**src/screen_pkg.sv**
```systemverilog
package screen_pkg;

  // ****************************************************************
  // request fields and encodings
  // ****************************************************************
  localparam int          ADDR_W         = 64;
  localparam int          LEN_W          = 10;            // length in dwords
  localparam int          PAGE_SHIFT     = 12;            // 4KB page
  localparam int          PAGE_BYTES     = 4096;
  localparam logic [11:0] IRQ_WIN_BASE   = 12'hFEE;       // address bits 31:20
  localparam int          IRQ_WIN_LSB    = 20;
  localparam logic [3:0]  BE_NONE        = 4'h0;
  localparam logic [LEN_W-1:0] LEN_ONE   = 10'h001;

  // request kinds
  typedef enum logic [1:0] {
    KIND_READ   = 2'b00,
    KIND_WRITE  = 2'b01,
    KIND_ATOMIC = 2'b10
  } kind_t;

  // routing outcome of a screened request
  typedef enum logic [2:0] {
    ROUTE_XLATE   = 3'b000,  // forward to translation
    ROUTE_IRQ     = 3'b001,  // hand to interrupt remapping / interrupt logic
    ROUTE_DROP    = 3'b010,  // discarded, no completion
    ROUTE_UR_CPL  = 3'b011,  // discarded, unsuccessful completion
    ROUTE_MALFORM = 3'b100   // malformed packet, error reported
  } route_t;

  // translation result kinds
  typedef enum logic [1:0] {
    XR_OK      = 2'b00,
    XR_NO_READ = 2'b01,     // only fault is missing read permission
    XR_FAULT   = 2'b10
  } xres_t;

  // obfuscation pattern for relaxed zero-length read data
  localparam logic [31:0] OBF_FILL       = 32'h0000_0000;

  // page crossing split state machine
  typedef enum logic [1:0] {
    SP_IDLE = 2'b00,
    SP_EMIT = 2'b01
  } split_t;

endpackage

```
**src/screen_if.sv**
```systemverilog
`timescale 1ns/1ps
`default_nettype none
// ****************************************************************
// page splitter carrier
// ****************************************************************
interface screen_if;
  logic                                   in_valid;
  logic                                   in_ready;
  logic [screen_pkg::ADDR_W-1:0]          in_addr;
  logic [screen_pkg::LEN_W-1:0]           in_len;
  logic                                   out_valid;
  logic                                   out_ready;
  logic [screen_pkg::ADDR_W-1:0]          out_addr;
  logic [screen_pkg::LEN_W-1:0]           out_len;
  logic                                   out_last;
  modport splitter (input in_valid, in_addr, in_len, out_ready,
                    output in_ready, out_valid, out_addr, out_len, out_last);
  modport user (output in_valid, in_addr, in_len, out_ready,
                input in_ready, out_valid, out_addr, out_len, out_last);
endinterface
`default_nettype wire

```
**src/dma_remap_request_screening.sv**
```systemverilog
`timescale 1ns/1ps
`default_nettype none
// Behaviour
// RULE_01: split page-crossing requests when platform does not
// RULE_02: receiver-checked crossings become malformed packet errors
// RULE_03: zero-length read translated normally when cap clear
// RULE_04: successful zero-length read completes, byte enables off
// RULE_05: cap clear: write-only page read blocked
// RULE_06: cap set: write-only zero-length read succeeds
// RULE_07: relaxed zero-length read data is obfuscated
// RULE_08: advertise relaxed zero-length read cap set
// RULE_09: non-PASID one-dword window write is interrupt
// RULE_10: interrupt requests bypass address translation
// RULE_11: other non-PASID window requests are errors
// RULE_12: interrupts go to interrupt remapping when enabled
// RULE_13: PASID window requests translate normally
// RULE_14: software never maps into interrupt window
// RULE_15: reserved memory not found by address decode
// RULE_16: software sets identity maps for reserved ranges
// RULE_17: peer decode uses translated address only
// RULE_18: peer forwarding limited to region or off
// RULE_19: forwarded peer packet gets recomputed ECRC
// RULE_20: illegal window requests discarded, non-posted failed
module dma_remap_request_screening #(
  parameter logic RELAX_CAP = 1'b1,            // relaxed zero-length read support
  parameter logic PLAT_CHK = 1'b0              // platform blocks page crossings itself
) (
  input  wire logic                              clk_sys,
  input  wire logic                              rstn,
  // inbound request
  input  wire logic                              req_valid,
  output logic                                   req_ready,
  input  wire screen_pkg::kind_t                 req_kind,
  input  wire logic [screen_pkg::ADDR_W-1:0]     req_addr,
  input  wire logic [screen_pkg::LEN_W-1:0]      req_len,
  input  wire logic [3:0]                        req_first_be,
  input  wire logic                              req_pasid,
  input  wire logic                              req_pcie_rx,   // arrived at a receiver port
  // configuration levels
  input  wire logic                              irq_remap_en,
  input  wire logic                              p2p_en,
  input  wire logic [screen_pkg::ADDR_W-1:0]     p2p_base,
  input  wire logic [screen_pkg::ADDR_W-1:0]     p2p_limit,
  // screened request to translation
  output logic                                   xl_valid,
  input  wire logic                              xl_ready,
  output logic [screen_pkg::ADDR_W-1:0]          xl_addr,
  output logic [screen_pkg::LEN_W-1:0]           xl_len,
  output logic                                   xl_last,
  output logic                                   xl_zlr,
  output logic                                   xl_is_read,
  // translation result
  input  wire logic                              xr_valid,
  input  wire screen_pkg::xres_t                 xr_res,
  input  wire logic [screen_pkg::ADDR_W-1:0]     xr_hpa,
  input  wire logic                              xr_zlr,
  input  wire logic                              xr_peer,      // hpa decodes to a peer
  input  wire logic [31:0]                       xr_rdata,
  input  wire logic                              xr_ecrc_in,
  // results
  output logic                                   cpl_valid,
  output logic                                   cpl_ok,
  output logic [3:0]                             cpl_be,
  output logic [31:0]                            cpl_data,
  output logic                                   fault_valid,
  output logic                                   peer_fwd,
  output logic                                   peer_ecrc_regen,
  output logic [screen_pkg::ADDR_W-1:0]          peer_addr,
  output logic                                   irq_valid,
  output logic                                   irq_to_remap,
  output logic [31:0]                            irq_addr,
  output logic                                   err_malformed,
  output logic                                   err_illegal,
  output logic                                   ur_cpl,
  output logic                                   zero_length_read_relaxed_cap
);

  // ****************************************************************
  // reset release
  // ****************************************************************
  logic rst_s1_q;
  logic rst_n;
  always_ff @(posedge clk_sys or negedge rstn) begin
    if (!rstn) begin
      rst_s1_q <= 1'b0;
      rst_n    <= 1'b0;
    end else begin
      rst_s1_q <= 1'b1;
      rst_n    <= rst_s1_q;
    end
  end

  assign zero_length_read_relaxed_cap = RELAX_CAP;  // [RULE_08]

  // ****************************************************************
  // classification
  // ****************************************************************
  logic in_win;
  logic one_dw;
  logic crosses;
  logic is_irq;
  logic illegal;
  logic is_zlr;
  screen_pkg::route_t route;

  // window decode only on untranslated non-PASID input
  assign in_win  = (req_addr[31:screen_pkg::IRQ_WIN_LSB] == screen_pkg::IRQ_WIN_BASE)
                   && (req_addr[screen_pkg::ADDR_W-1:32] == '0);
  assign one_dw  = (req_len == screen_pkg::LEN_ONE);
  assign crosses = (int'(req_addr[11:0]) + 4 * int'(req_len)) > screen_pkg::PAGE_BYTES;
  assign is_irq  = !req_pasid && in_win && (req_kind == screen_pkg::KIND_WRITE) && one_dw;  // [RULE_09]
  assign illegal = !req_pasid && in_win && !is_irq;                                         // [RULE_11]
  assign is_zlr  = (req_kind == screen_pkg::KIND_READ) && one_dw
                   && (req_first_be == screen_pkg::BE_NONE);                               // [RULE_03]

  // routing decision; PASID requests fall through to translation unless they are receiver-checked page crossings
  always_comb begin
    if (crosses && (PLAT_CHK || req_pcie_rx)) begin
      route = screen_pkg::ROUTE_MALFORM;                 // [RULE_02]
    end else if (is_irq) begin
      route = screen_pkg::ROUTE_IRQ;                     // [RULE_10]
    end else if (illegal) begin
      route = (req_kind == screen_pkg::KIND_WRITE) ? screen_pkg::ROUTE_DROP
                                                   : screen_pkg::ROUTE_UR_CPL;  // [RULE_20]
    end else begin
      route = screen_pkg::ROUTE_XLATE;                   // [RULE_13]
    end
  end

  // ****************************************************************
  // splitter towards translation
  // ****************************************************************
  screen_if sif ();
  logic zlr_q;
  logic rd_q;

  assign sif.in_valid  = req_valid && (route == screen_pkg::ROUTE_XLATE);
  assign sif.in_addr   = req_addr;
  assign sif.in_len    = req_len;
  assign sif.out_ready = xl_ready;
  assign req_ready     = sif.in_ready;

  page_splitter u_split (
    .clk_sys (clk_sys),
    .rst_n   (rst_n),
    .sp      (sif.splitter)
  );

  // crossing requests reach translation one page at a time
  assign xl_valid   = sif.out_valid;   // [RULE_01]
  assign xl_addr    = sif.out_addr;
  assign xl_len     = sif.out_len;
  assign xl_last    = sif.out_last;
  assign xl_zlr     = zlr_q;
  assign xl_is_read = rd_q;

  // request attributes held while pieces are emitted
  always_ff @(posedge clk_sys or negedge rst_n) begin
    if (!rst_n) begin
      zlr_q <= 1'b0;
      rd_q  <= 1'b0;
    end else if (sif.in_valid && sif.in_ready) begin
      zlr_q <= is_zlr;
      rd_q  <= (req_kind == screen_pkg::KIND_READ);
    end
  end

  // ****************************************************************
  // front-end events
  // ****************************************************************
  logic acc;
  assign acc = req_valid && req_ready;

  always_ff @(posedge clk_sys or negedge rst_n) begin
    if (!rst_n) begin
      irq_valid     <= 1'b0;
      irq_to_remap  <= 1'b0;
      irq_addr      <= '0;
      err_malformed <= 1'b0;
      err_illegal   <= 1'b0;
      ur_cpl        <= 1'b0;
    end else begin
      irq_valid     <= acc && (route == screen_pkg::ROUTE_IRQ);
      irq_to_remap  <= acc && (route == screen_pkg::ROUTE_IRQ) && irq_remap_en;   // [RULE_12]
      if (acc && route == screen_pkg::ROUTE_IRQ) begin
        irq_addr <= req_addr[31:0];
      end
      err_malformed <= acc && (route == screen_pkg::ROUTE_MALFORM);
      err_illegal   <= acc && (route == screen_pkg::ROUTE_DROP || route == screen_pkg::ROUTE_UR_CPL);
      ur_cpl        <= acc && (route == screen_pkg::ROUTE_UR_CPL);                // [RULE_20]
    end
  end

  // ****************************************************************
  // translation result handling
  // ****************************************************************
  logic zlr_pass;
  logic in_region;
  // relaxed mode lets a read-permission-only fault through for zero-length reads
  assign zlr_pass  = xr_zlr && RELAX_CAP && (xr_res == screen_pkg::XR_NO_READ); // [RULE_05] [RULE_06]
  // peer decode on the translated address, never the input address
  assign in_region = (xr_hpa >= p2p_base) && (xr_hpa <= p2p_limit);             // [RULE_17] [RULE_18]

  always_ff @(posedge clk_sys or negedge rst_n) begin
    if (!rst_n) begin
      cpl_valid       <= 1'b0;
      cpl_ok          <= 1'b0;
      cpl_be          <= 4'h0;
      cpl_data        <= '0;
      fault_valid     <= 1'b0;
      peer_fwd        <= 1'b0;
      peer_ecrc_regen <= 1'b0;
      peer_addr       <= '0;
    end else begin
      cpl_valid       <= xr_valid && xr_zlr;
      cpl_ok          <= xr_valid && xr_zlr && (xr_res == screen_pkg::XR_OK || zlr_pass);
      cpl_be          <= screen_pkg::BE_NONE;                                   // [RULE_04]
      cpl_data        <= zlr_pass ? screen_pkg::OBF_FILL : xr_rdata;           // [RULE_07]
      fault_valid     <= xr_valid && (xr_res != screen_pkg::XR_OK) && !zlr_pass; // [RULE_03]
      peer_fwd        <= xr_valid && (xr_res == screen_pkg::XR_OK) && xr_peer && p2p_en && in_region;
      peer_ecrc_regen <= xr_valid && (xr_res == screen_pkg::XR_OK) && xr_peer && p2p_en && in_region
                         && xr_ecrc_in;                                         // [RULE_19]
      if (xr_valid) begin
        peer_addr <= xr_hpa;
      end
    end
  end
endmodule // dma_remap_request_screening
`default_nettype wire

```
**src/page_splitter.sv**
```systemverilog
`timescale 1ns/1ps
`default_nettype none
// splits a request that crosses 4KB pages into one piece per page
module page_splitter (
  input  wire logic    clk_sys,
  input  wire logic    rst_n,
  screen_if.splitter   sp
);
  localparam int AW = screen_pkg::ADDR_W;
  localparam int LW = screen_pkg::LEN_W;

  screen_pkg::split_t st_q;
  logic [AW-1:0]      addr_q;
  logic [LW-1:0]      rem_q;
  logic [LW:0]        room;   // one bit wider: a full page is 1024 dwords
  logic [LW-1:0]      piece;

  // dwords left before the next page boundary
  assign room  = (LW+1)'((screen_pkg::PAGE_BYTES - int'(addr_q[screen_pkg::PAGE_SHIFT-1:0])) >> 2);
  assign piece = ({1'b0, rem_q} > room) ? LW'(room) : rem_q;

  assign sp.in_ready  = (st_q == screen_pkg::SP_IDLE);
  assign sp.out_valid = (st_q == screen_pkg::SP_EMIT);
  assign sp.out_addr  = addr_q;
  assign sp.out_len   = piece;
  assign sp.out_last  = (piece == rem_q);

  // ****************************************************************
  // piece sequencer
  // ****************************************************************
  always_ff @(posedge clk_sys or negedge rst_n) begin
    if (!rst_n) begin
      st_q   <= screen_pkg::SP_IDLE;
      addr_q <= '0;
      rem_q  <= '0;
    end else begin
      case (st_q)
        screen_pkg::SP_IDLE: begin
          if (sp.in_valid) begin
            addr_q <= sp.in_addr;
            rem_q  <= sp.in_len;
            st_q   <= screen_pkg::SP_EMIT;
          end
        end
        screen_pkg::SP_EMIT: begin
          if (sp.out_ready) begin
            addr_q <= addr_q + AW'({piece, 2'b00});
            rem_q  <= rem_q - piece;
            if (piece == rem_q) begin
              st_q <= screen_pkg::SP_IDLE;
            end
          end
        end
        default: st_q <= screen_pkg::SP_IDLE;
      endcase
    end
  end
endmodule // page_splitter
`default_nettype wire

```
**config.mk**
```make
export PLATFORM = sky130hd
export DESIGN_NAME = dma_remap_request_screening
export DESIGN_NICKNAME = d
export VERILOG_FILES = /design/src/screen_pkg.sv /design/src/screen_if.sv /design/src/dma_remap_request_screening.sv /design/src/page_splitter.sv
export SDC_FILE = /design/constraint.sdc
export NUM_CORES = 1
export LEC_CHECK = 0
export BUFFER_PORTS_ARGS = -buffer_cell sky130_fd_sc_hd__clkbuf_2
export CAP_MARGIN = 10
export CORE_ASPECT_RATIO = 0.5
export CORE_MARGIN = 2
export CORE_UTILIZATION = 40
export DETAILED_ROUTE_END_ITERATION = 8
export PLACE_DENSITY = 0.73
export SETUP_SLACK_MARGIN = 0.2
export SYNTH_ARGS = -nofsm -noshare
export SYNTH_HDL_FRONTEND = slang
export SYNTH_HIERARCHICAL = 1
export SYNTH_SLANG_ARGS = --single-unit
```
**constraint.sdc**
```tcl
create_clock -name clk_sys -period 6.33 [get_ports clk_sys]
set_clock_uncertainty 0.2 [all_clocks]
set_input_delay 0.9495 -clock clk_sys [delete_from_list [all_inputs] [get_ports clk_sys]]
set_output_delay 0.9495 -clock clk_sys [all_outputs]
set_load 0.01 [all_outputs]
```
# Yosys cells after proc, flatten, opt, wreduce, memory -nomap -nowiden
# Index checks and enable logic that the tools add are counted.
[totals] reg_bits=218 input_bits=318 output_inout_bits=222 elab_cells=99
[op_classes] addsub=4 magnitude_cmp=4 n_eq_ne=13 n_mux=16 n_reduce_logical=42
[op_table] op="2-to-1 mux 64 bit" count=2
[op_table] op="one-hot mux 64 bit (2 select lines)" count=1
[op_table] op="adder 64 x 12 -> 64 bit" count=1
[op_table] op="greater-or-equal comparator 64 bit" count=1
[op_table] op="less-or-equal comparator 64 bit" count=1
[op_table] op="zero test 32 bit" count=1
[op_table] op="2-to-1 mux 32 bit" count=1
[op_table] op="2-to-1 mux 10 bit" count=3
[op_table] op="logical AND 1 bit" count=27
[op_table] op="one-hot mux 10 bit (2 select lines)" count=1
[op_table] op="adder 12 x 12 -> 13 bit" count=1
[op_table] op="greater-than comparator 13 bit, second input constant" count=1
[op_table] op="subtractor 13 x 12 -> 13 bit, first input constant" count=1
[op_table] op="== test 12 bit, second input constant" count=1
[op_table] op="greater-than comparator 10 x 11 -> 1 bit" count=1
[op_table] op="== test 10 x 1 -> 1 bit, second input constant" count=1
[op_table] op="== test 10 bit" count=1
[op_table] op="subtractor 10 bit" count=1
[op_table] op="2-to-1 mux 2 bit" count=4
[op_table] op="== test 2 x 1 -> 1 bit, second input constant" count=3
[op_table] op="== test 3 x 2 -> 1 bit, second input constant" count=2
[op_table] op="zero test 2 bit" count=3
[op_table] op="2-to-1 mux 3 bit" count=2
[op_table] op="!= test 2 x 1 -> 1 bit, second input constant" count=3
[op_table] op="other kinds (10)" count=15

# Depth between registers and ports, before layout
# Gate-level depths: netlist of the first run.
[depth] word_depth=14 depth_mapped=24 ltp_nobuf=22

# Modules after synthesis
# Netlist of the first run, hierarchy kept.
[modules_own_cells] mod="dma_remap_request_screening" n_inst=1 cells_per_inst=859 area_each_um2=8978.6 seq_area_each_um2=3553.4
[modules_own_cells] mod="page_splitter" n_inst=1 cells_per_inst=700 area_each_um2=6049.6 seq_area_each_um2=1876.8

# Least setup slack after synthesis of the first run
# No wires, ideal clock.
[synth_timing] kind="flip-flop to flip-flop" from="register u_split.addr_q[3], in the netlist u_split/sp.out_addr[3]" to="register u_split.addr_q[62], in the netlist u_split/sp.out_addr[62]" setup_ns=0.082 t_arrival_ns=5.440 required_ns=6.048 setup_slack_ns=0.608 stages_incl_launch_ff=24 path_buffers=1 period_less_slack_ns=5.722 path_cell_list="dfrtp_1 -> nor4_4 -> and2_0 -> buf_4 -> nand2_1 -> o21a_1 -> nor2_1 -> inv_1 -> ha_1 -> nand3_1 -> or2_2 -> or4_4 -> o31ai_4 -> mux2_2 -> ha_1 -> inv_1 -> fa_1 -> nor2b_1 -> o21a_1 -> o21ai_0 -> a2111oi_4 -> o211ai_2 -> or4_1 -> a31oi_1"
[synth_via] elab_chain_len=6
[synth_lines] element="start, declared" line_no="page_splitter.sv:13" rtl="logic [AW-1:0] addr_q;"
[synth_lines] element="start signal, assigned" line_no="page_splitter.sv:40" rtl="addr_q <= sp.in_addr;"
[synth_lines] element="start signal, assigned" line_no="page_splitter.sv:47" rtl="addr_q <= addr_q + AW'({piece, 2'b00});"
[synth_lines] element="subtractor 13 x 12 -> 13 bit" line_no="page_splitter.sv:19" rtl="assign room = (LW+1)'((screen_pkg::PAGE_BYTES - int'(addr_q[screen_pkg::PAGE_SHIFT-1:0])) >> 2);"
[synth_lines] element="greater-than comparator 10 x 11 -> 1 bit" line_no="page_splitter.sv:20" rtl="assign piece = ({1'b0, rem_q} > room) ? LW'(room) : rem_q;"
[synth_lines] element="2-to-1 mux 10 bit" line_no="page_splitter.sv:20"
[synth_lines] element="named net xl_len (one bit)" line_no="dma_remap_request_screening.sv:48" rtl="output logic [screen_pkg::LEN_W-1:0] xl_len,"
[synth_lines] element="adder 64 x 12 -> 64 bit" line_no="page_splitter.sv:47"
[synth_lines] element="2-to-1 mux 64 bit" line_no="page_splitter.sv:46" rtl="if (sp.out_ready) begin"
[synth_lines] element="one-hot mux 64 bit (2 select lines)" line_no="page_splitter.sv:37" rtl="case (st_q)"
# The timed path passes the listed nets, and every way through them passes these cells. The select of a mux whose other input is x is not followed.
# A chain may end at the register's enable or synchronous reset.

# Worst setup path after layout of the first run
[layout_timing] from="register u_split.addr_q[0], in the netlist u_split/sp.out_addr[0]" to="output xl_last"
[layout_via] elab_chain_len=4
[layout_lines] element="subtractor 13 x 12 -> 13 bit (*)" line_no="page_splitter.sv:19"
[layout_lines] element="greater-than comparator 10 x 11 -> 1 bit" line_no="page_splitter.sv:20"
[layout_lines] element="2-to-1 mux 10 bit (*)" line_no="page_splitter.sv:20"
[layout_lines] element="== test 10 bit (*)" line_no="page_splitter.sv:26" rtl="assign sp.out_last = (piece == rem_q);"
[layout_lines] element="end, declared" line_no="dma_remap_request_screening.sv:49" rtl="output logic xl_last,"
# Every way passes the cells marked *; elsewhere a longest branch is shown, timed or not.

==> flow_summary.html, run 1 <==
<table>
<tr><th>Metric</th><th>Value</th></tr>
<tr><th colspan="2">Run status</th></tr>
<tr><td>Run status</td><td>finished clean</td></tr>
<tr><th colspan="2">Global route</th></tr>
<tr><td>Antenna violations before repair</td><td>3</td></tr>
<tr><td>Pin count of the biggest net entering global routing</td><td>about 150</td></tr>
<tr><td>Number of global-route vias before repair</td><td>around 13k</td></tr>
<tr><td>Aggregate global-route resource usage</td><td>a little under a quarter</td></tr>
<tr><td>Overflow after GRT</td><td>0</td></tr>
<tr><td>Global-route wire length before repair</td><td>73300 um</td></tr>
<tr><th colspan="2">Clocking</th></tr>
<tr><td>Maximum number of buffers from clock root to sink</td><td>3</td></tr>
<tr><td>H-tree depth</td><td>1</td></tr>
<tr><td>Clock tree root driver cell</td><td>sky130_fd_sc_hd__clkbuf_16</td></tr>
<tr><td>Clock tree from TritonCTS</td><td>built</td></tr>
<tr><td>Insertion delay to the later sink of the worst-skew pair</td><td>0.54 ns</td></tr>
<tr><td>Number of clock buffers inserted by TritonCTS</td><td>24</td></tr>
<tr><td>Clock transition at path regs</td><td>about 0.060 ns</td></tr>
<tr><td>Total number of clock tree sinks</td><td>217</td></tr>
<tr><th colspan="2">Synth</th></tr>
<tr><td>Cell Area, Synth</td><td>15000 um2</td></tr>
<tr><td>Yosys warnings</td><td>6</td></tr>
<tr><td>Area share of the largest cell type after synthesis</td><td>between 30 and 40%</td></tr>
<tr><td>Predominant post-synthesis flop cell</td><td>sky130_fd_sc_hd__dfrtp_1</td></tr>
<tr><td>Most instantiated library cell after synthesis</td><td>sky130_fd_sc_hd__dfrtp_1</td></tr>
<tr><td>Synth async-reset ratio</td><td>100%</td></tr>
<tr><td>Cell types with the highest counts after synthesis</td><td>217 x sky130_fd_sc_hd__dfrtp_1, 166 x sky130_fd_sc_hd__ha_1, 162 x sky130_fd_sc_hd__inv_1</td></tr>
<tr><td>Gate count of the mapped netlist</td><td>1559</td></tr>
<tr><td>Sequential share of the synthesized area</td><td>around 36%</td></tr>
<tr><td>EDFF count, synth</td><td>0</td></tr>
<tr><td>Mapped Avg Cell Area</td><td>approximately 9.6 um2</td></tr>
<tr><td>Number of storage elements in the synthesis netlist</td><td>~220</td></tr>
<tr><td>Library cell with the largest summed area after synthesis</td><td>sky130_fd_sc_hd__dfrtp_1</td></tr>
<tr><td>Number of different library cells in the post-synthesis netlist</td><td>78</td></tr>
<tr><td>Cells taking the most area after synthesis</td><td>sky130_fd_sc_hd__dfrtp_1 36%, sky130_fd_sc_hd__ha_1 14%, sky130_fd_sc_hd__mux2_2 5.2%, sky130_fd_sc_hd__inv_1 4.0%, sky130_fd_sc_hd__a21oi_1 3.7%</td></tr>
<tr><th colspan="2">Power</th></tr>
<tr><td>Combinational cell fraction of total power</td><td>54.1%</td></tr>
<tr><td>Power density relative to cell area</td><td>around 400 nW/um2</td></tr>
<tr><td>Flop pwr share</td><td>~27%</td></tr>
<tr><td>Fraction of power consumed by the clock network</td><td>approximately a fifth</td></tr>
<tr><td>Total internal power</td><td>roughly 4300 uW</td></tr>
<tr><td>Static leakage power</td><td>approximately 0.0099 uW</td></tr>
<tr><td>Switching pwr</td><td>~3300 uW</td></tr>
<tr><td>Switching share of power</td><td>a little over two fifths</td></tr>
<tr><td>VDD IR-drop max</td><td>approximately 0.28 mV</td></tr>
<tr><th colspan="2">STA</th></tr>
<tr><td>Worst rel slew slack</td><td>23.2%</td></tr>
<tr><td>Actual slew at the worst max-slew pin</td><td>1.14 ns</td></tr>
<tr><td>Max Slew Vio Count</td><td>0</td></tr>
<tr><td>Setup TNS Final</td><td>0 ns</td></tr>
<tr><td>Setup violations, final</td><td>0</td></tr>
<tr><td>Worst setup slack after layout</td><td>0.515 ns</td></tr>
<tr><td>Count of endpoints failing hold in the final timing report</td><td>0</td></tr>
<tr><td>Setup repair after global routing missed its margin</td><td>no</td></tr>
<tr><td>Post-layout min period</td><td>approximately 5.8 ns</td></tr>
<tr><td>FMAX</td><td>172 MHz</td></tr>
<tr><td>Share of the clock period used by the worst path</td><td>between 90% and 100%</td></tr>
<tr><th colspan="2">Cells and area</th></tr>
<tr><td>Finished layout cell area</td><td>roughly 19000 um2</td></tr>
<tr><td>Area added between synthesis and finish</td><td>27.7%</td></tr>
<tr><td>Share of cells above drive strength 1</td><td>a little over a third</td></tr>
<tr><td>NumNets Final</td><td>about 2.6k</td></tr>
<tr><th colspan="2">Placed design</th></tr>
<tr><td>Count of buffers inserted at the top-level ports</td><td>534</td></tr>
<tr><td>Global placer's final weighted congestion</td><td>roughly 0.9</td></tr>
<tr><td>Placed standard-cell area</td><td>18200 um2</td></tr>
<tr><td>Setup slack at placement</td><td>between 0.04 and 0.05 ns</td></tr>
<tr><td>DP HPWL</td><td>37500 um</td></tr>
<tr><th colspan="2">Critical path</th></tr>
<tr><td>Top fanout value on the critical path</td><td>5</td></tr>
<tr><td>Reg-to-reg setup timing slack</td><td>between 0.5 and 0.6 ns</td></tr>
<tr><td>Worst Path Arrival</td><td>between 4 and 5 ns</td></tr>
<tr><td>Launching element type of the critical path</td><td>flop</td></tr>
<tr><td>Data required time of the worst path</td><td>5.18 ns</td></tr>
<tr><td>Element type at the critical path end</td><td>output port</td></tr>
<tr><td>Class of the most critical setup path</td><td>flop to output port</td></tr>
<tr><td>Worst r2r path cells</td><td>25</td></tr>
<tr><th colspan="2">Min path</th></tr>
<tr><td>Worst Hold Depth</td><td>0</td></tr>
<tr><td>Path type of the worst min-delay path</td><td>flop to flop</td></tr>
<tr><th colspan="2">Floorplanning</th></tr>
<tr><td>Die Area</td><td>approximately 39000 um2</td></tr>
<tr><td>Core outline area</td><td>between 30000 and 40000 um2</td></tr>
<tr><td>DIE WIDTH</td><td>around 280 um</td></tr>
<tr><td>Ports placed on the boundary</td><td>540</td></tr>
<tr><td>Placement Rows</td><td>50</td></tr>
<tr><td>Vertical die dimension</td><td>between 100 and 150 um</td></tr>
<tr><td>Initial standard-cell utilization of the core</td><td>40.4%</td></tr>
<tr><th colspan="2">Route</th></tr>
<tr><td>Vias per std cell</td><td>about 5.3</td></tr>
<tr><td>ANT nets after route</td><td>0</td></tr>
<tr><td>Number of vias in the routed layout</td><td>13.7k</td></tr>
<tr><td>Post-detailed-route wirelength per cell</td><td>18.5 um</td></tr>
<tr><td>DR iter-0 viols</td><td>between 700 and 800</td></tr>
<tr><td>Post-route DRC</td><td>0</td></tr>
<tr><td>Final WL</td><td>roughly 48000 um</td></tr>
<tr><td>1st-pass router iterations</td><td>5</td></tr>
<tr><th colspan="2">Job</th></tr>
<tr><td>Max_cap viols</td><td>0</td></tr>
</table>
## metrics by stage
step	power [uW]	hold slack, ns	cells	util (%)
finish	7680	0.171	2605	51.6
global route	8250	0.175	2605	51.6
CTS	7560	0.175	2595	51.2
detailed placement	6040	0.144	2545	48.9
global placement	5950	0.137	2545	48.9
floorplan	4790	0.131	1563	-
## final timing paths
path / startpoint / end
setup / recovery: u_split/sp.out_addr[0]$_DFFE_PN0P_ / xl_last
hold / removal: rst_s1_q$_DFF_PN0_ / rst_n$_DFF_PN0_
setup reg to reg: u_split/sp.out_addr[0]$_DFFE_PN0P_ / u_split/sp.out_addr[58]$_DFFE_PN0P_
hold reg to reg: rst_s1_q$_DFF_PN0_ / rst_n$_DFF_PN0_
max in group asynchronous: rst_n$_DFF_PN0_ / u_split/st_q[0]$_DFFE_PN0P_
min in group asynchronous: rst_n$_DFF_PN0_ / cpl_data[26]$_DFF_PN0_
## flip-flops by register name, indices dropped and copies added (netlist names), 10 cells and up
register,count
irq_addr,32
u_split/rem_q,10
u_split/sp.out_addr,64
cpl_data,32
peer_addr,64
## layer usage
metal  GRT usage (%)  vias to the layer above  share of wire [%]
li1                -                     6693                  -
met1            29.5                     6566                 42
met2            41.2                      394                 50
met3            4.29                       84                5.1
met4            8.05                        0                3.1
met5               0                        -                  0
## worst max-delay path: stages, from the launching register on
cell and delay [ns]:
sky130_fd_sc_hd__dfrtp_2 0.44, sky130_fd_sc_hd__nor4_4 0.34, sky130_fd_sc_hd__and2_4 0.23, sky130_fd_sc_hd__nand2_1 0.08, sky130_fd_sc_hd__o21a_1 0.17, sky130_fd_sc_hd__nor2_1 0.09
sky130_fd_sc_hd__inv_1 0.07, sky130_fd_sc_hd__ha_1 0.30, sky130_fd_sc_hd__nand3_1 0.11, sky130_fd_sc_hd__or2_4 0.28, sky130_fd_sc_hd__or4_4 0.52, sky130_fd_sc_hd__o31ai_4 0.09
sky130_fd_sc_hd__buf_6 0.15, sky130_fd_sc_hd__buf_4 0.11, sky130_fd_sc_hd__nand2_1 0.06, sky130_fd_sc_hd__o21a_1 0.11, sky130_fd_sc_hd__ha_1 0.34, sky130_fd_sc_hd__nand4_1 0.17
sky130_fd_sc_hd__nor2_1 0.16, sky130_fd_sc_hd__o211a_1 0.18, sky130_fd_sc_hd__clkbuf_2 0.15
## power groups by stage
stage               Clock (uW)  Sequential [uW]  Combinational [uW]
floorplan                    0             2140                2650
global placement             0             2090                3850
detailed placement           0             2100                3930
CTS                       1470             2080                4000
global route              1520             2140                4590
finish                    1430             2090                4150
## repair_timing
item,in CTS,in global routing
gates resized for setup,2,22
hold endpoints to repair,2,0
gates cloned,0,0
pin swaps,2,7
setup buffers,6,7
hold buffers,1,0
setup endpoints to repair,11,47
## cell type report
type                    count  area (um2)
well taps                 494         618
clock buffers              30         674
flip-flops and latches    217        5440
inverters                 163         612
fillers                  3466       18000
diodes                      3        7.51
multi-input cells        1119        8770
repair buffers            566        2960
clock inverters            13         113
## layout by cell type (no fill, tap or decap), drive strengths merged, types with 11 or more instances in the layout
cell / netlist / final
clkbuf: 42 / 563
dfrtp: 217 / 217
ha: 166 / 166
inv: 163 / 163
a21oi: 111 / 111
mux2: 90 / 90
nand2: 68 / 68
o21ai: 60 / 60
nor2b: 56 / 56
nor2: 50 / 50
a211oi: 49 / 49
and2: 42 / 42
xor2: 38 / 38
nand4: 33 / 33
buf: 22 / 32
nand3: 31 / 31
a21o: 30 / 30
xnor2: 22 / 22
o21a: 22 / 22
o211ai: 22 / 22
nor3: 19 / 19
nand2b: 17 / 17
o2111ai: 17 / 17
nor4: 17 / 17
a31oi: 16 / 16
and3: 15 / 15
o31ai: 11 / 11
## kinds of logic after synthesis
logic type               share of synthesized area, %
AND/OR/NAND/NOR                                  14.9
AO/OA/AOI/OAI                                    17.2
buffers and inverters                            6.06
flip-flops                                       36.1
adder cells (fa/ha/maj)                          14.2
multiplexers                                     7.77
XOR/XNOR                                         3.65
other                                          0.0500
No activity file was read; power rests on OpenSTA's default activity.
==> run 2: changes to the inputs <==
--- a/config.mk
+++ b/config.mk
@@ -7,11 +7,10 @@
 export LEC_CHECK = 0
 export BUFFER_PORTS_ARGS = -buffer_cell sky130_fd_sc_hd__clkbuf_2
 export CAP_MARGIN = 10
-export CORE_ASPECT_RATIO = 0.5
-export CORE_MARGIN = 2
-export CORE_UTILIZATION = 40
+export CORE_AREA = 2 2 208 210
 export DETAILED_ROUTE_END_ITERATION = 8
-export PLACE_DENSITY = 0.73
+export DIE_AREA = 0 0 210 212
+export PLACE_DENSITY = 0.65
 export SETUP_SLACK_MARGIN = 0.2
 export SYNTH_ARGS = -nofsm -noshare
 export SYNTH_HDL_FRONTEND = slang
==> constraint.sdc (replaced) <==
create_clock -name clk_sys -period 6.61 [get_ports clk_sys]
set_clock_uncertainty 0.2 [all_clocks]
set_input_delay 0.9915 -clock clk_sys [delete_from_list [all_inputs] [get_ports clk_sys]]
set_output_delay 0.9915 -clock clk_sys [all_outputs]
set_load 0.01 [all_outputs]
==> run 2 against run 1 <==
Compared with the run above:
- sequential power decreased by 3%
- first-iteration DRC count increased by 26%
- register-to-register slack improved by 0.02 ns
- routed wire length increased by 6.3%
- critical path depth decreased by 1
- sequential share of layout area decreased by 0.26 points
- setup slack got worse by 0.039 ns
- via count increased by 3.3%
- cell count increased by 1.9%
- clock power increased by 15%
- combinational power decreased by 5.5%
- highest routed layer unchanged
==> flow_summary.html, run 2 (synthesis gave the netlist of run 1 again) <==
<table>
<tr><th>Metric</th><th>Value</th></tr>
<tr><th colspan="2">Run status</th></tr>
<tr><td>Run status</td><td>finished clean</td></tr>
<tr><th colspan="2">Cells and area</th></tr>
<tr><td>Area added between synthesis and finish</td><td>28.7%</td></tr>
<tr><td>Most frequent standard cell in the layout excluding fill and tap cells</td><td>sky130_fd_sc_hd__clkbuf_2</td></tr>
<tr><td>Cell Count, Final, Fillers Out</td><td>2654 (+1.9%)</td></tr>
<tr><td>FF/Latch Area</td><td>5440 um2 (-0.14%)</td></tr>
<tr><td>Share of cells above drive strength 1</td><td>33.9% (-0.74 points)</td></tr>
<tr><td>Highest-count cells in the layout ignoring fill and taps</td><td>534 x sky130_fd_sc_hd__clkbuf_2, 215 x sky130_fd_sc_hd__dfrtp_1, 165 x sky130_fd_sc_hd__ha_1</td></tr>
<tr><td>Filler instances</td><td>4115 (+19%)</td></tr>
<tr><td>NumNets Final</td><td>2573 (-0.19%)</td></tr>
<tr><td>Total area of multi-input combinational cells</td><td>8740 um2 (-0.34%)</td></tr>
<tr><th colspan="2">Critical path</th></tr>
<tr><td>Worst r2r path cells</td><td>23 (-8.0%)</td></tr>
<tr><td>Max stage delay on crit path</td><td>0.53 ns (about the same)</td></tr>
<tr><td>CP cell instances</td><td>nor4_4, and2_4, nand2_1, o21a_1, nor2_1, inv_1, ha_1, nand3_1, or2_2, or4_4, o31ai_4, buf_8, mux2_4, inv_1, ha_4, nand4_1, nor2_1, o211a_1, clkbuf_2</td></tr>
<tr><td>Element type at the critical path end</td><td>output port</td></tr>
<tr><td>Top Family by Delay on Critical Path</td><td>simple AND/OR/NAND/NOR gates</td></tr>
<tr><td>Reg-to-reg setup timing slack</td><td>0.55 ns (+0.02 ns)</td></tr>
<tr><td>Worst Path Arrival</td><td>4.94 ns (+0.27 ns)</td></tr>
<tr><td>Launching element type of the critical path</td><td>flop</td></tr>
<tr><td>Buffers and inverters on the worst path</td><td>4 (unchanged)</td></tr>
<tr><td>Data required time of the worst path</td><td>5.42 ns (+0.24 ns)</td></tr>
<tr><td>Critical Path Slowest Stage Cell</td><td>sky130_fd_sc_hd__or4_4</td></tr>
<tr><td>Path length in cells of the critical path</td><td>19 (-5.0%)</td></tr>
<tr><td>Class of the most critical setup path</td><td>flop to output port</td></tr>
<tr><td>Top fanout value on the critical path</td><td>12 (+7)</td></tr>
<tr><th colspan="2">Route</th></tr>
<tr><td>Post-detailed-route wirelength per cell</td><td>19.3 um (+4.3%)</td></tr>
<tr><td>ANT nets after route</td><td>0 (unchanged)</td></tr>
<tr><td>Post-route DRC</td><td>0 (unchanged)</td></tr>
<tr><td>Final WL</td><td>51100 um (+6.3%)</td></tr>
<tr><td>DR iter-0 viols</td><td>927 (+26%)</td></tr>
<tr><td>Number of vias in the routed layout</td><td>14.2k (+3.3%)</td></tr>
<tr><td>1st-pass router iterations</td><td>5 (unchanged)</td></tr>
<tr><td>Vias per std cell</td><td>5.35 (+1.4%)</td></tr>
<tr><th colspan="2">Global route</th></tr>
<tr><td>Number of global-route vias before repair</td><td>13.9k (+6.1%)</td></tr>
<tr><td>Overflow after GRT</td><td>0 (unchanged)</td></tr>
<tr><td>Antenna violations before repair</td><td>1 (-2)</td></tr>
<tr><td>Global-route wire length before repair</td><td>78500 um (+7.1%)</td></tr>
<tr><td>Aggregate global-route resource usage</td><td>22.3% (-1.3 points)</td></tr>
<tr><td>Pin count of the biggest net entering global routing</td><td>102 (-33%)</td></tr>
<tr><th colspan="2">Clocking</th></tr>
<tr><td>Clock tree from TritonCTS</td><td>built</td></tr>
<tr><td>H-tree depth</td><td>1 (unchanged)</td></tr>
<tr><td>Insertion delay to the later sink of the worst-skew pair</td><td>0.56 ns (+0.02 ns)</td></tr>
<tr><td>Total number of clock tree sinks</td><td>217 (unchanged)</td></tr>
<tr><td>Number of clock buffers inserted by TritonCTS</td><td>28 (+17%)</td></tr>
<tr><td>Maximum number of buffers from clock root to sink</td><td>3 (unchanged)</td></tr>
<tr><td>Clock tree root driver cell</td><td>sky130_fd_sc_hd__clkbuf_16</td></tr>
<tr><td>Clock transition at path regs</td><td>0.06 ns (about the same)</td></tr>
<tr><th colspan="2">STA</th></tr>
<tr><td>Share of the clock period used by the worst path</td><td>between 90% and 100%</td></tr>
<tr><td>Setup repair after global routing missed its margin</td><td>yes</td></tr>
<tr><td>FMAX</td><td>163 MHz</td></tr>
<tr><td>Worst rel slew slack</td><td>34.0% (+11 points)</td></tr>
<tr><td>Max Slew Vio Count</td><td>0 (unchanged)</td></tr>
<tr><td>Actual slew at the worst max-slew pin</td><td>0.983 ns (-0.160 ns)</td></tr>
<tr><td>Post-layout min period</td><td>roughly 6 ns</td></tr>
<tr><td>Count of endpoints failing hold in the final timing report</td><td>0 (unchanged)</td></tr>
<tr><td>Setup violations, final</td><td>0 (unchanged)</td></tr>
<tr><td>Setup TNS Final</td><td>0 ns (unchanged)</td></tr>
<tr><th colspan="2">Power</th></tr>
<tr><td>Fraction of power consumed by the clock network</td><td>21.6% (+2.9 points)</td></tr>
<tr><td>Total internal power</td><td>4350 uW (+0.16%)</td></tr>
<tr><td>Switching pwr</td><td>3240 uW (-2.9%)</td></tr>
<tr><td>Flop pwr share</td><td>26.7% (-0.5 points)</td></tr>
<tr><td>Combinational cell fraction of total power</td><td>51.7% (-2.4 points)</td></tr>
<tr><td>Switching share of power</td><td>42.6% (-0.75 points)</td></tr>
<tr><td>Power density relative to cell area</td><td>392 nW/um2 (-1.9%)</td></tr>
<tr><td>VDD IR-drop max</td><td>0.275 mV (-0.48%)</td></tr>
<tr><td>Static leakage power</td><td>0.00998 uW (+0.73%)</td></tr>
<tr><th colspan="2">Floorplanning</th></tr>
<tr><td>Die Area</td><td>44500 um2 (+13%)</td></tr>
<tr><td>Core outline area</td><td>42500 um2 (+14%)</td></tr>
<tr><td>DIE WIDTH</td><td>210 um (-24%)</td></tr>
<tr><td>Ports placed on the boundary</td><td>540 (unchanged)</td></tr>
<tr><td>Initial standard-cell utilization of the core</td><td>35.4% (-5.0 points)</td></tr>
<tr><td>Vertical die dimension</td><td>212 um (+50%)</td></tr>
<tr><td>Placement Rows</td><td>76 (+52%)</td></tr>
<tr><th colspan="2">Placed design</th></tr>
<tr><td>Post-Place Cells</td><td>2596 (+2.0%)</td></tr>
<tr><td>Global placer's final weighted congestion</td><td>0.942 (+4.0%)</td></tr>
<tr><td>DP HPWL</td><td>40400 um (+7.7%)</td></tr>
<tr><td>Count of buffers inserted at the top-level ports</td><td>534 (unchanged)</td></tr>
<tr><th colspan="2">Min path</th></tr>
<tr><td>Path type of the worst min-delay path</td><td>flop to async pin</td></tr>
<tr><th colspan="2">Job</th></tr>
<tr><td>Max_cap viols</td><td>0 (unchanged)</td></tr>
</table>
## run 2: changes by cell type in the layout (fill, tap and decap cells not counted), moves of 4 or more
cell,change
sky130_fd_sc_hd__buf_4,-7
sky130_fd_sc_hd__clkbuf_16,+5
sky130_fd_sc_hd__clkinvlp_4,-5
sky130_fd_sc_hd__dfrtp_1,+4
## run 2: metal layers
layer	share of wire (%)	track usage (%)	vias up	wire, um
li1	-	-	6682	-
met1	45	30.6	6882	22900
met2	46	35.8	529	23600
met3	5.8	3.38	94	2970
met4	3.2	7.65	0	1640
met5	0	0	-	0
## run 2: layout make-up
class                   count  area share (%)
repair buffers            557            14.9
inverters                 163            3.16
clock buffers              39            4.26
flip-flops and latches    217            28.1
multi-input cells        1119            45.2
clock inverters            12           0.841
diodes                      1          0.0129
well taps                 546            3.53
## run 2: final timing paths
| kind | start | endpoint |
|---|---|---|
| min reg2reg | rst_n$_DFF_PN0_ | cpl_data[0]$_DFF_PN0_ |
| min | rst_n$_DFF_PN0_ | cpl_data[0]$_DFF_PN0_ |
| max reg2reg | u_split/sp.out_addr[0]$_DFFE_PN0P_ | u_split/sp.out_addr[60]$_DFFE_PN0P_ |
| max in group asynchronous | rst_n$_DFF_PN0_ | u_split/st_q[0]$_DFFE_PN0P_ |
| min in group clk_sys | rst_s1_q$_DFF_PN0_ | rst_n$_DFF_PN0_ |
| max | u_split/sp.out_addr[0]$_DFFE_PN0P_ | xl_last |
## run 2: repair_timing
item                                    in CTS  in global routing
hold buffers                                 1                  0
resized for setup                            1                  9
gates cloned                                 0                  1
endpoints found under the setup margin       1                 36
pin swaps                                    0                  3
buffers inserted                             0                  4
endpoints found under the hold margin        2                  0
## run 2: metrics by stage
step | setup WS, ns | hold slack (ns) | cell area [um2] | total power, uW | util [%]
2_1_floorplan | 0.888 | 0.131 | 15000 | 4580 | -
3_3_place_gp | 0.434 | 0.139 | 18300 | 5700 | 42.9
3_5_place_dp | 0.308 | 0.142 | 18300 | 5780 | 42.9
4_1_cts | 0.217 | 0.174 | 19200 | 7480 | 45.3
5_1_grt | 0.167 | 0.189 | 19300 | 8130 | 45.5
6_report | 0.476 | 0.168 | 19300 | 7590 | 45.5
## run 2: worst reg2reg max path, delay by kind of cell (launching register included)
family,cells,cell delay [ns]
DFF,1,0.46
and+or+nand+nor,9,2.52
AOI/OAI and AO/OA,7,1.35
adders and majority gates,3,0.84
muxes,1,0.26
buffers and inverters,3,0.35
## run 2: power groups by stage
stage / sequential (uW) / clock (uW) / combinational, uW
floorplan: 2050 / 0 / 2540
global placement: 2020 / 0 / 3670
detailed placement: 2030 / 0 / 3750
CTS: 2010 / 1680 / 3780
global route: 2080 / 1740 / 4320
finish: 2030 / 1640 / 3920
==> run 3: changes to the inputs <==
--- a/config.mk
+++ b/config.mk
@@ -7,10 +7,11 @@
 export LEC_CHECK = 0
 export BUFFER_PORTS_ARGS = -buffer_cell sky130_fd_sc_hd__clkbuf_2
 export CAP_MARGIN = 10
-export CORE_AREA = 2 2 208 210
+export CORE_AREA = 2 2 213 215
+export CTS_BUF_LIST = sky130_fd_sc_hd__clkbuf_4
 export DETAILED_ROUTE_END_ITERATION = 8
-export DIE_AREA = 0 0 210 212
-export PLACE_DENSITY = 0.65
+export DIE_AREA = 0 0 215 217
+export PLACE_DENSITY = 0.62
 export SETUP_SLACK_MARGIN = 0.2
 export SYNTH_ARGS = -nofsm -noshare
 export SYNTH_HDL_FRONTEND = slang
==> run 3 against run 2 <==
Compared with the run above:
- critical path depth shrank 1
- routed wire length grew 5.0%
- combinational power grew 2%
- flip-flop and latch count stayed put
- final area is 0.31% lower
==> flow_summary.html, run 3 (synthesis gave the netlist of run 1 again) <==
<table>
<tr><th>Metric</th><th>Value</th></tr>
<tr><th colspan="2">Route</th></tr>
<tr><td>DR iter-0 viols</td><td>1053 (+14%)</td></tr>
<tr><td>Vias per std cell</td><td>5.25 (-1.8%)</td></tr>
<tr><td>Post-detailed-route wirelength per cell</td><td>19.4 um (+0.50%)</td></tr>
<tr><td>Post-route DRC</td><td>0 (unchanged)</td></tr>
<tr><td>Final WL</td><td>53700 um (+5.0%)</td></tr>
<tr><td>ANT nets after route</td><td>0 (unchanged)</td></tr>
<tr><td>Number of vias in the routed layout</td><td>14.6k (+2.6%)</td></tr>
<tr><td>1st-pass router iterations</td><td>6 (+1)</td></tr>
<tr><th colspan="2">Cells and area</th></tr>
<tr><td>Share of cells above drive strength 1</td><td>36.0% (+2.1 points)</td></tr>
<tr><td>Highest-count cells in the layout ignoring fill and taps</td><td>533 x sky130_fd_sc_hd__clkbuf_2, 211 x sky130_fd_sc_hd__dfrtp_1, 162 x sky130_fd_sc_hd__ha_1</td></tr>
<tr><td>NumNets Final</td><td>2616 (+1.7%)</td></tr>
<tr><td>Finished layout cell area</td><td>19300 um2 (-0.31%)</td></tr>
<tr><td>Area added between synthesis and finish</td><td>28.3%</td></tr>
<tr><td>Fin util</td><td>43.1% (-2.4 points)</td></tr>
<tr><td>Most frequent standard cell in the layout excluding fill and tap cells</td><td>sky130_fd_sc_hd__clkbuf_2</td></tr>
<tr><th colspan="2">Critical path</th></tr>
<tr><td>Max stage delay on crit path</td><td>0.52 ns (about the same)</td></tr>
<tr><td>Worst r2r path cells</td><td>23 (unchanged)</td></tr>
<tr><td>Element type at the critical path end</td><td>output port</td></tr>
<tr><td>Top fanout value on the critical path</td><td>7 (-5)</td></tr>
<tr><td>CP cell instances</td><td>nor4_4, and2_4, nand2_1, o21a_1, nor2_2, inv_2, ha_4, nand3_2, or2_4, or4_4, o31ai_4, buf_6, mux2_2, ha_1, nand4_1, nor2_1, o211a_1, buf_2</td></tr>
<tr><td>Critical Path Slowest Stage Cell</td><td>sky130_fd_sc_hd__or4_4</td></tr>
<tr><td>Worst Path Arrival</td><td>4.99 ns (+0.05 ns)</td></tr>
<tr><td>Startpoint of the most critical register-to-register path</td><td>u_split/sp.out_addr[1]$_DFFE_PN0P_</td></tr>
<tr><td>Launching element type of the critical path</td><td>flop</td></tr>
<tr><td>Class of the most critical setup path</td><td>flop to output port</td></tr>
<tr><td>Worst setup path start</td><td>u_split/sp.out_addr[1]$_DFFE_PN0P_</td></tr>
<tr><td>Data required time of the worst path</td><td>5.42 ns (about the same)</td></tr>
<tr><th colspan="2">Clocking</th></tr>
<tr><td>Clock tree root driver cell</td><td>sky130_fd_sc_hd__clkbuf_4</td></tr>
<tr><td>Clock transition at path regs</td><td>0.07 ns (about the same)</td></tr>
<tr><td>H-tree depth</td><td>3 (+2)</td></tr>
<tr><td>Clock tree from TritonCTS</td><td>built</td></tr>
<tr><td>Number of clock buffers inserted by TritonCTS</td><td>68 (+140%)</td></tr>
<tr><td>Insertion delay to the later sink of the worst-skew pair</td><td>0.80 ns (+0.24 ns)</td></tr>
<tr><td>Maximum number of buffers from clock root to sink</td><td>3 (unchanged)</td></tr>
<tr><td>Total number of clock tree sinks</td><td>217 (unchanged)</td></tr>
<tr><th colspan="2">Power</th></tr>
<tr><td>Total internal power</td><td>4020 uW (-7.7%)</td></tr>
<tr><td>VDD IR-drop max</td><td>0.331 mV (+21%)</td></tr>
<tr><td>Combinational cell fraction of total power</td><td>54.1% (+2.4 points)</td></tr>
<tr><td>Flop pwr share</td><td>27.9% (+1.2 points)</td></tr>
<tr><td>Switching share of power</td><td>45.5% (+2.8 points)</td></tr>
<tr><td>Fraction of power consumed by the clock network</td><td>18.0% (-3.6 points)</td></tr>
<tr><td>Static leakage power</td><td>0.00997 uW (-0.11%)</td></tr>
<tr><td>Switching pwr</td><td>3350 uW (+3.6%)</td></tr>
<tr><td>Power density relative to cell area</td><td>382 nW/um2 (-2.5%)</td></tr>
<tr><td>Total Power Consumption</td><td>7370 uW (-2.8%)</td></tr>
<tr><th colspan="2">Global route</th></tr>
<tr><td>Antenna violations before repair</td><td>4 (+3)</td></tr>
<tr><td>Global-route wire length before repair</td><td>81700 um (+4.0%)</td></tr>
<tr><td>Pin count of the biggest net entering global routing</td><td>121 (+19%)</td></tr>
<tr><td>Overflow after GRT</td><td>0 (unchanged)</td></tr>
<tr><td>Aggregate global-route resource usage</td><td>22.4% (+0.15 points)</td></tr>
<tr><td>Number of global-route vias before repair</td><td>14.5k (+4.1%)</td></tr>
<tr><th colspan="2">STA</th></tr>
<tr><td>Max Slew Vio Count</td><td>0 (unchanged)</td></tr>
<tr><td>Setup repair after global routing missed its margin</td><td>no</td></tr>
<tr><td>Setup violations, final</td><td>0 (unchanged)</td></tr>
<tr><td>Count of endpoints failing hold in the final timing report</td><td>0 (unchanged)</td></tr>
<tr><td>Actual slew at the worst max-slew pin</td><td>1.17 ns (+0.184 ns)</td></tr>
<tr><td>Post-layout min period</td><td>6.18 ns (+0.0498 ns)</td></tr>
<tr><td>Share of the clock period used by the worst path</td><td>93.6% (+0.75 points)</td></tr>
<tr><td>Setup TNS Final</td><td>0 ns (unchanged)</td></tr>
<tr><td>Worst rel slew slack</td><td>20.2% (-14 points)</td></tr>
<tr><td>FMAX</td><td>162 MHz (-0.81%)</td></tr>
<tr><td>Hold_ws</td><td>0.132 ns (-0.0356 ns)</td></tr>
<tr><th colspan="2">Min path</th></tr>
<tr><td>Path type of the worst min-delay path</td><td>flop to async pin</td></tr>
<tr><th colspan="2">Floorplanning</th></tr>
<tr><td>Vertical die dimension</td><td>217 um (+2.4%)</td></tr>
<tr><td>DIE WIDTH</td><td>215 um (+2.4%)</td></tr>
<tr><td>Placement Rows</td><td>78 (+2.6%)</td></tr>
<tr><td>Core outline area</td><td>44700 um2 (+5.2%)</td></tr>
<tr><td>Ports placed on the boundary</td><td>540 (unchanged)</td></tr>
<tr><td>Die Area</td><td>46700 um2 (+4.8%)</td></tr>
<tr><td>Initial standard-cell utilization of the core</td><td>33.6% (-1.7 points)</td></tr>
<tr><th colspan="2">Placed design</th></tr>
<tr><td>DP HPWL</td><td>41700 um (+3.2%)</td></tr>
<tr><td>Count of buffers inserted at the top-level ports</td><td>534 (unchanged)</td></tr>
<tr><td>Placed standard-cell area</td><td>18300 um2 (+0.37%)</td></tr>
<tr><td>Global placer's final weighted congestion</td><td>0.940 (-0.22%)</td></tr>
<tr><th colspan="2">Job</th></tr>
<tr><td>Max_cap viols</td><td>0 (unchanged)</td></tr>
<tr><th colspan="2">Run status</th></tr>
<tr><td>Run status</td><td>finished clean</td></tr>
</table>
run 3: cell type report:
| type | instances | area [um2] |
|---|---|---|
| multi-input cells | 1119 | 8800 |
| fillers | 4540 | 25400 |
| inverters | 163 | 612 |
| clock inverters | 20 | 119 |
| clock buffers | 89 | 668 |
| flip-flops and latches | 217 | 5440 |
| repair buffers | 560 | 2890 |
| well taps | 600 | 751 |
| diodes | 5 | 12.5 |
run 3: per-layer routing:
layer | vias to the layer above | GRT usage, % | routed length [um]
li1 | 6808 | - | -
met1 | 7020 | 29.0 | 23100
met2 | 597 | 35.7 | 24700
met3 | 123 | 6.16 | 4090
met4 | 4 | 8.60 | 1740
met5 | - | 0 | 25
run 3: per-stage QoR:
| stage | setup WS, ns | instances |
|---|---|---|
| CTS | 0.218 | 2762 |
| finish | 0.426 | 2773 |
| global placement | 0.457 | 2650 |
| floorplan | 0.888 | 1563 |
| global route | 0.174 | 2772 |
| detailed placement | 0.255 | 2650 |
run 3: critical path: cells and delay by family, from the launching register on:
kind,cells,cell delay [ns]
mux,1,0.37
flops,1,0.46
simple gates,9,1.94
compound gates,3,0.46
buf+inv,3,0.36
fa+ha+maj,2,0.58
run 3: final timing paths:
kind                                                       end  slack, ns
setup / recovery                                       xl_last       0.43
hold / removal                        peer_addr[8]$_DFFE_PN0P_       0.13
setup reg to reg           u_split/sp.out_addr[62]$_DFFE_PN0P_       0.47
hold reg to reg                       peer_addr[8]$_DFFE_PN0P_       0.13
max in group asynchronous   u_split/sp.out_addr[3]$_DFFE_PN0P_       4.75
min in group clk_sys                           rst_n$_DFF_PN0_       0.15
run 3: what timing repair did:
item                                    in CTS  in global routing
hold buffers                                 1                  0
resized for setup                            5                 18
endpoints found under the setup margin       1                 16
cloned                                       1                  1
setup buffers                                1                  5
hold endpoints to repair                     2                  0
pin swaps                                    2                  5
run 3: power groups by stage:
stage / clock network [uW] / registers (uW) / logic [uW]
after global placement: 0 / 2040 / 3690
after floorplan: 0 / 2050 / 2540
final: 1320 / 2060 / 3990
after global routing: 1440 / 2100 / 4390
after detailed placement: 0 / 2050 / 3770
after CTS: 1380 / 2030 / 3820
